File: config.mk
export PLATFORM = sky130hd
export DESIGN_NAME = rbl_boot
export DESIGN_NICKNAME = d
export VERILOG_FILES = /design/src/include/rbl_pkg.sv /design/src/hdl/rbl_fifo.sv /design/src/hdl/rbl_boot.sv
export SDC_FILE = /design/constraint.sdc
export NUM_CORES = 1
export LEC_CHECK = 0
export BUFFER_PORTS_ARGS = -buffer_cell sky130_fd_sc_hd__buf_2
export CAP_MARGIN = 20
export CORE_MARGIN = 2
export CORE_UTILIZATION = 43
export CTS_BUF_LIST = sky130_fd_sc_hd__clkbuf_4 sky130_fd_sc_hd__clkbuf_8 sky130_fd_sc_hd__clkbuf_16
export CTS_CLUSTER_DIAMETER = 150
export DETAILED_ROUTE_END_ITERATION = 8
export GPL_ROUTABILITY_DRIVEN = 0
export SLEW_MARGIN = 20
export SYNTH_ARGS = -nofsm -noshare
export SYNTH_HDL_FRONTEND = slang
export SYNTH_SLANG_ARGS = --single-unit
File: constraint.sdc
create_clock -name mclk -period 5.5 [get_ports mclk]
set_input_delay 0.55 -clock mclk [delete_from_list [all_inputs] [get_ports mclk]]
set_output_delay 0.55 -clock mclk [all_outputs]
set_load 0.01 [all_outputs]
File: src/include/rbl_pkg.sv
// Purpose: Shared constants and types of the reset boot loader.
// Assumes: 200 MHz mclk, little-endian system byte order.
// Notes:   Timing counts derive from times in ns and the clock period.

package rbl_pkg;

  // ******************************************************
  // Boot image geometry
  // ******************************************************
  localparam int unsigned BOOT_BYTES = 1024;
  localparam int unsigned WORD_BYTES = 4;
  localparam int unsigned BOOT_WORDS = BOOT_BYTES / WORD_BYTES;
  localparam int unsigned ROM_AW     = $clog2(BOOT_BYTES);
  localparam int unsigned WR_AW      = $clog2(BOOT_WORDS);
  localparam int unsigned WORD_W     = 32;
  localparam int unsigned ROM_DW     = 16;
  localparam int unsigned BYTE_W     = 8;
  localparam int unsigned HALF_W     = 16;
  localparam int unsigned FIFO_DEPTH = 16;

  // Start of the ROM chip-select space and destination of the copy
  localparam logic [ROM_AW-1:0] ROM_START   = 10'h000;
  localparam logic [WR_AW-1:0]  BOOT_DEST   = 8'h00;
  localparam logic [WR_AW-1:0]  LAST_IDX    = 8'hff;
  localparam logic [31:0]       BOOT_VECTOR = 32'h0000_0000;
  localparam logic [1:0]        LANE0       = 2'h0;

  // Address step per ROM read, by ROM width
  localparam logic [ROM_AW-1:0] STEP_B8  = 10'h001;
  localparam logic [ROM_AW-1:0] STEP_B16 = 10'h002;

  // ******************************************************
  // Timing
  // ******************************************************
  localparam int unsigned CLK_PERIOD_PS  = 5000;
  localparam int unsigned ROM_ACCESS_NS  = 40;
  localparam int unsigned ROM_ACCESS_CYC =
    (ROM_ACCESS_NS * 1000 + CLK_PERIOD_PS - 1) / CLK_PERIOD_PS;
  localparam int unsigned ACC_W          = 4;

  // ******************************************************
  // Types
  // ******************************************************
  typedef enum logic {RBL_MODE_EMU, RBL_MODE_ROM} rbl_mode_t;
  typedef enum logic {RBL_W8, RBL_W16} rbl_width_t;

  typedef struct packed {
    rbl_mode_t  mode;
    rbl_width_t width;
  } rbl_cfg_t;

endpackage : rbl_pkg

File: src/hdl/rbl_fifo.sv
// Purpose: Word FIFO between the ROM packer and the memory writer.
// Assumes: One clock, synchronous active-high reset.
// Notes:   Count-based full and empty; any depth of two or more.

`timescale 1ns/1ps
`default_nettype none

module rbl_fifo #(
  parameter int unsigned WIDTH = 32,
  parameter int unsigned DEPTH = 16
) (
  // Clock and reset
  input  wire logic             mclk,
  input  wire logic             rst,
  // Fill side
  input  wire logic             in_valid,
  output logic                  in_ready,
  input  wire logic [WIDTH-1:0] in_data,
  // Drain side
  output logic                  out_valid,
  input  wire logic             out_ready,
  output logic [WIDTH-1:0]      out_data
);

  localparam int unsigned PW = $clog2(DEPTH);
  localparam logic [PW:0] FULL_CNT = (PW+1)'(DEPTH);

  logic [WIDTH-1:0] mem_r [DEPTH];
  logic [PW-1:0]    wr_ptr_r;
  logic [PW-1:0]    rd_ptr_r;
  logic [PW:0]      cnt_r;
  logic             push;
  logic             pop;

  // Wrap a pointer at the depth, not at a power of two
  function automatic logic [PW-1:0] ptr_inc(input logic [PW-1:0] p);
    return (p == PW'(DEPTH - 1)) ? '0 : PW'(p + 1'b1);
  endfunction : ptr_inc

  // Handshakes
  assign in_ready  = (cnt_r != FULL_CNT);
  assign out_valid = (cnt_r != '0);
  assign push      = in_valid && in_ready;
  assign pop       = out_valid && out_ready;
  assign out_data  = mem_r[rd_ptr_r];

  // Storage, no reset needed on data
  always_ff @(posedge mclk) begin
    if (push) begin
      mem_r[wr_ptr_r] <= in_data;
    end
  end

  // Pointers and fill level
  always_ff @(posedge mclk) begin
    if (rst) begin
      wr_ptr_r <= '0;
      rd_ptr_r <= '0;
      cnt_r    <= '0;
    end else begin
      if (push) begin
        wr_ptr_r <= ptr_inc(wr_ptr_r);
      end
      if (pop) begin
        rd_ptr_r <= ptr_inc(rd_ptr_r);
      end
      if (push && !pop) begin
        cnt_r <= cnt_r + 1'b1;
      end else if (pop && !push) begin
        cnt_r <= cnt_r - 1'b1;
      end
    end
  end

endmodule : rbl_fifo

`default_nettype wire

File: src/hdl/rbl_boot.sv
// Purpose: Boot sequencer run after reset: emulation boot or ROM copy.
// Assumes: ROM data valid at the end of a fixed strobe; memory accepts
//          one word per cycle while mem_wr_ready is high.
// Notes:   Processor stays stalled until the boot ends.

`timescale 1ns/1ps
`default_nettype none

module rbl_boot
  import rbl_pkg::*;
#(
  parameter int unsigned ACCESS_CYC = ROM_ACCESS_CYC,
  parameter int unsigned FIFO_D     = FIFO_DEPTH
) (
  // Clock and reset
  input  wire logic              mclk,
  input  wire logic              rst,
  // Configuration straps
  input  wire rbl_cfg_t          cfg,
  // Debug emulator
  input  wire logic              emu_release,
  // ROM read side of the external memory port
  output logic                   rom_rd_en,
  output logic [ROM_AW-1:0]      rom_addr,
  input  wire logic [ROM_DW-1:0] rom_data,
  // Internal memory write side
  output logic                   mem_wr_en,
  output logic [WR_AW-1:0]       mem_wr_addr,
  output logic [WORD_W-1:0]      mem_wr_data,
  input  wire logic              mem_wr_ready,
  // Processor control
  output logic                   cpu_stall,
  output logic [31:0]            cpu_start_addr,
  output logic                   boot_done
);

  // ******************************************************
  // Types and signals
  // ******************************************************
  typedef enum logic [1:0] {ST_SAMPLE, ST_EMU, ST_COPY, ST_RUN} rbl_state_t;

  rbl_state_t        st_r;
  rbl_state_t        st_nxt;
  rbl_cfg_t          cfg_r;
  logic              stall_r;
  logic              busy_r;
  logic [ACC_W-1:0]  acc_r;
  logic [ROM_AW-1:0] addr_r;
  logic [ROM_AW-1:0] addr_nxt;
  logic [WORD_W-1:0] pack_r;
  logic              full_r;
  logic              rd_done_r;
  logic [WR_AW-1:0]  wr_idx_r;
  logic              samp;
  logic              fifo_in_rdy;
  logic              fifo_out_vld;
  logic              fifo_out_rdy;
  logic [WORD_W-1:0] fifo_out_data;
  logic              mem_fire;
  logic              copying;

  // ******************************************************
  // Helpers
  // ******************************************************

  // Address advance per ROM read
  function automatic logic [ROM_AW-1:0] rom_step(input rbl_width_t wd);
    return (wd == RBL_W16) ? STEP_B16 : STEP_B8;
  endfunction : rom_step

  // Drop one ROM read into its lane, lowest address in lowest bits
  function automatic logic [WORD_W-1:0] pack_ins(
    input logic [WORD_W-1:0] w,
    input logic [ROM_DW-1:0] d,
    input logic [1:0]        lane,
    input rbl_width_t        wd
  );
    logic [WORD_W-1:0] r;
    r = w;
    if (wd == RBL_W16) begin
      r[lane[1]*HALF_W +: HALF_W] = d;
    end else begin
      r[lane*BYTE_W +: BYTE_W] = d[BYTE_W-1:0];
    end
    return r;
  endfunction : pack_ins

  // ******************************************************
  // Boot sequence
  // ******************************************************

  // Mode choice happens once, in the first cycle after release
  always_comb begin
    st_nxt = st_r;
    case (st_r)
      ST_SAMPLE: begin
        st_nxt = (cfg.mode == RBL_MODE_ROM) ? ST_COPY : ST_EMU;
      end
      ST_EMU: begin
        if (emu_release) begin
          st_nxt = ST_RUN;
        end
      end
      ST_COPY: begin
        if (mem_fire && wr_idx_r == LAST_IDX) begin
          st_nxt = ST_RUN;
        end
      end
      ST_RUN: begin
        st_nxt = ST_RUN;
      end
      default: begin
        st_nxt = ST_SAMPLE;
      end
    endcase
  end

  // State register, parked in sample state while reset holds
  always_ff @(posedge mclk) begin
    if (rst) begin
      st_r <= ST_SAMPLE;
    end else begin
      st_r <= st_nxt;
    end
  end

  // Straps caught by a clocked process after release, never by reset
  always_ff @(posedge mclk) begin
    if (rst) begin
      cfg_r <= '{mode: RBL_MODE_EMU, width: RBL_W8};
    end else if (st_r == ST_SAMPLE) begin
      cfg_r <= cfg;
    end
  end

  // Stall held from reset until the chosen boot finishes
  always_ff @(posedge mclk) begin
    if (rst) begin
      stall_r <= 1'b1;
    end else if (st_nxt == ST_RUN) begin
      stall_r <= 1'b0;
    end
  end

  assign cpu_stall      = stall_r;
  assign cpu_start_addr = BOOT_VECTOR;
  assign boot_done      = (st_r == ST_RUN);
  assign copying        = (st_r == ST_COPY);

  // ******************************************************
  // ROM reader and word packer
  // ******************************************************

  // Fixed-length strobe; a new one waits while a packed word is pending
  always_ff @(posedge mclk) begin
    if (rst) begin
      busy_r <= 1'b0;
      acc_r  <= '0;
    end else if (copying && !busy_r && !full_r && !rd_done_r) begin
      busy_r <= 1'b1;
      acc_r  <= ACC_W'(ACCESS_CYC - 1);
    end else if (samp) begin
      busy_r <= 1'b0;
    end else if (busy_r) begin
      acc_r <= acc_r - 1'b1;
    end
  end

  // Data is taken on the last strobe cycle
  assign samp      = busy_r && (acc_r == '0);
  assign addr_nxt  = addr_r + rom_step(cfg_r.width);
  assign rom_rd_en = busy_r;
  assign rom_addr  = addr_r;

  // Lanes fill in address order; image is little endian like the system
  always_ff @(posedge mclk) begin
    if (rst) begin
      addr_r    <= ROM_START;
      pack_r    <= '0;
      rd_done_r <= 1'b0;
    end else if (samp) begin
      pack_r <= pack_ins(pack_r, rom_data, addr_r[1:0], cfg_r.width);
      addr_r <= addr_nxt;
      if (addr_nxt == ROM_START) begin
        rd_done_r <= 1'b1;
      end
    end
  end

  // Word is offered to the FIFO once its last lane is in
  always_ff @(posedge mclk) begin
    if (rst) begin
      full_r <= 1'b0;
    end else if (samp && addr_nxt[1:0] == LANE0) begin
      full_r <= 1'b1;
    end else if (full_r && fifo_in_rdy) begin
      full_r <= 1'b0;
    end
  end

  // ******************************************************
  // Word buffer and memory writer
  // ******************************************************

  // Decouples slow ROM strobes from a memory that may stall
  rbl_fifo #(
    .WIDTH (WORD_W),
    .DEPTH (FIFO_D)
  ) u_rbl_fifo (
    .mclk      (mclk),
    .rst       (rst),
    .in_valid  (full_r),
    .in_ready  (fifo_in_rdy),
    .in_data   (pack_r),
    .out_valid (fifo_out_vld),
    .out_ready (fifo_out_rdy),
    .out_data  (fifo_out_data)
  );

  // Writes only happen during the copy, never in emulation boot
  assign fifo_out_rdy = copying && mem_wr_ready;
  assign mem_wr_en    = copying && fifo_out_vld;
  assign mem_fire     = mem_wr_en && mem_wr_ready;
  assign mem_wr_addr  = BOOT_DEST + wr_idx_r;
  assign mem_wr_data  = fifo_out_data;

  // Consecutive word index from the boot destination
  always_ff @(posedge mclk) begin
    if (rst) begin
      wr_idx_r <= '0;
    end else if (mem_fire) begin
      wr_idx_r <= wr_idx_r + 1'b1;
    end
  end
endmodule : rbl_boot

`default_nettype wire

==> results.txt <==
post-synthesis instance area - 23,400 um2
Peak Freq - 260 MHz
Worst Tran Pin Value - 1130 ps
RR Startpoint - u_rbl_fifo.cnt_r[3]
Initial Utilization - 0.434
first-pass GRT wire length - 75.8 mm
Synth cell types - 55
post-layout minimum cycle time - 3840 ps
Port Buffer Count - 75
hold buffer count at CTS - 0
hold violation count in the final report - 0
Buf/Inv on CP - 2
Seq cells post-synth - 590
Pre-antenna DRT Iters - 6
IR drop worst, VDD - 0.000222 V
status - completed
GR Overflow Total - 0
Final Max Tran Viols - 0
post-synth top area share - 0.658
largest net degree at the start of global routing - 121
final WL - 51.2 mm
cell family with most CP delay - multiplexers
root buffer cell - clkbuf_16
CP Max Fanout - 120
drt via density - 5.64
relative slew slack - 0.244
Multi-input gate area - 6030 um2
crit path kind - register to output pin
Register Area - 16,900 um2
crit share post-route - 0.699
row count - 85
hold_ws - 176 ps
number of setup buffers added after CTS - 0
RSZ-0062 raised after global routing - no
post-route setup TNS - 0 ps
DPL Wire Length - 26.9 mm
Critical Path AT - 3290 ps
clk slew on worst S/H paths - 60 ps
sequential fraction of the synthesis area - 0.725
Num Clock Sinks - 590
Die W - 237 um
initial DRC count - 1,145
design area - 26,500 um2
H-tree Lvls - 2
Top FF cell, synth - edfxtp_1
synth top area cells - edfxtp_1 66%, mux4_2 11%, dfxtp_1 6.7%
Mapped Cells - 1,172
P_leak - 8.17 nW
Slowest-stage cell, CP - mux4_1
clk_skew - 17.2 ps
Worst Setup Start Kind - register
# resized after CTS - 0
CP peak stage delay - 660 ps
fill count - 4,364
ys async rst share - 0
Die H - 237 um
TritonCTS clock tree - built
Detail Route Antenna Nets - 0
Yosys warning count - 0
mean post-synth cell area - 19.9 um2
Routed WL per cell - 25.3 um
cell accounting for the most synthesized area - edfxtp_1
initial antenna violation count - 8
Inserted Clock Buffers - 59
max cap viols - 0
GRT Overall Usage - 0.184
DP Area - 24,500 um2
HP Start - cfg[0]
via count of the first global-routing pass - 11,600
Req. time, crit path - 4950 ps
hold crit path type - primary input to register
Max Root-Sink Buffers - 3
layout net count - 1,317
CP endpoint kind - output pin
routed via count - 11,400
core area - 53,800 um2
clk_lat worst skew - 610 ps
# DRC - 0
pwr dens - 345 nW/um2
count of final setup violators - 0
Syn-to-layout area delta - 13.2%
I/O pins - 108
number of flops mapped to enable cells by yosys - 512
crit-path cells - buf_12 > mux4_1 > mux4_2 > buf_2
die area - 56,200 um2
share of cells above drive strength 1 - 0.256
==> layout by cell type, fill, tap and decap left out, types with 4 or more instances in the layout <==
| master | n |
|---|---|
| inv_1 | 13 |
| o21ai_0 | 5 |
| conb_1 | 32 |
| nand3_1 | 4 |
| a21oi_1 | 19 |
| a311oi_1 | 5 |
| nand2_1 | 25 |
| nor4_1 | 4 |
| xnor2_1 | 16 |
| nor2_4 | 12 |
| and3_1 | 6 |
| nor2_1 | 78 |
| clkinv_1 | 6 |
| clkbuf_4 | 20 |
| clkbuf_8 | 10 |
| a22oi_1 | 31 |
| clkbuf_16 | 60 |
| a31oi_1 | 5 |
| buf_2 | 75 |
| xor2_1 | 10 |
| dfxtp_1 | 74 |
| nor2b_1 | 7 |
| edfxtp_1 | 512 |
| clkinv_2 | 5 |
| nand4_1 | 6 |
| ha_1 | 18 |
| a211oi_1 | 15 |
| nor3_1 | 10 |
| mux4_1 | 50 |
| buf_4 | 21 |
| mux4_2 | 110 |
| nand2b_1 | 5 |
==> metrics by stage <==
stage                     cells  setup slack [ps]  utilization  power (mW)
after floorplan            1203              1720            -        5.16
after global placement     1910              2250        0.455        5.21
after detailed placement   1910              2170        0.455        5.21
after CTS                  2018              1580        0.491        9.20
after global routing       2019              1510        0.491        9.41
final                      2021              1660        0.492        9.12
==> cells by family after synthesis <==
kind of cell	synth area share
flip-flops	0.725
AND/OR/NAND/NOR	0.0362
multiplexers	0.163
buffers and inverters	0.0271
AO/OA/AOI/OAI	0.0275
XOR/XNOR	0.00974
adder cells (fa/ha/maj)	0.0114
other	0.000160
==> synthesized netlist by cell type, drive strengths merged, types with 7 or more instances <==
cell type	count
edfxtp	512
mux4	160
nor2	92
dfxtp	78
buf	63
a22oi	31
nand2	25
clkbuf	24
a21oi	19
ha	18
xnor2	16
a211oi	15
inv	14
nor3	14
xor2	10
nor2b	7
==> worst reg2reg max path: stages, from the launching register on <==
cell,delay [ps]
dfxtp_1,340
or4_4,570
o211a_1,360
inv_2,170
ha_1,240
inv_1,100
ha_1,310
nor2b_1,160
o21a_1,170
or3_1,310
a21oi_1,170
mux2_2,340
==> worst paths after layout <==
| path | endpoint | slack [ps] | depth (start not counted) |
|---|---|---|---|
| max | mem_wr_data[1] | 1660 | 4 |
| min | cfg_r[0] | 180 | 3 |
| max reg2reg | u_rbl_fifo.cnt_r[4] | 2160 | 11 |
| min reg2reg | cpu_stall | 480 | 1 |
==> flip-flops by register name (all words and copies together), names as in the netlist, 4 cells and up, named ones only <==
register and flops:
pack_r 32, u_rbl_fifo.cnt_r 5, wr_idx_r 8, u_rbl_fifo.wr_ptr_r 4
u_rbl_fifo.mem_r 512, acc_r 4, rom_addr 10, u_rbl_fifo.rd_ptr_r 4
==> where the power goes <==
part           total, mW  switching [mW]  leakage [nW]  internal (mW)
registers           4.89          0.0468          5.12           4.84
logic              0.226           0.126          2.06          0.101
clock network       4.01            1.63         0.990           2.37
==> area by class of cell <==
class / instances / area share
Tap cell: 696 / 0.0329
Multi-Input combinational cell: 512 / 0.228
Timing Repair Buffer: 98 / 0.0217
Clock buffer: 90 / 0.0676
Sequential cell: 590 / 0.641
Antenna cell: 3 / 0.000284
Inverter: 14 / 0.00199
Clock inverter: 18 / 0.00676
==> metal layers <==
| metal | wire [um] | GRT usage | part of all wire | vias up |
|---|---|---|---|---|
| met5 | 70 | 0 | 0.0014 | - |
| met4 | 703 | 0.0391 | 0.014 | 10 |
| met3 | 3360 | 0.0394 | 0.066 | 67 |
| met1 | 22500 | 0.263 | 0.44 | 6005 |
| li1 | - | - | - | 4968 |
| met2 | 24500 | 0.295 | 0.48 | 351 |
Power figures use the tool's default switching activity.
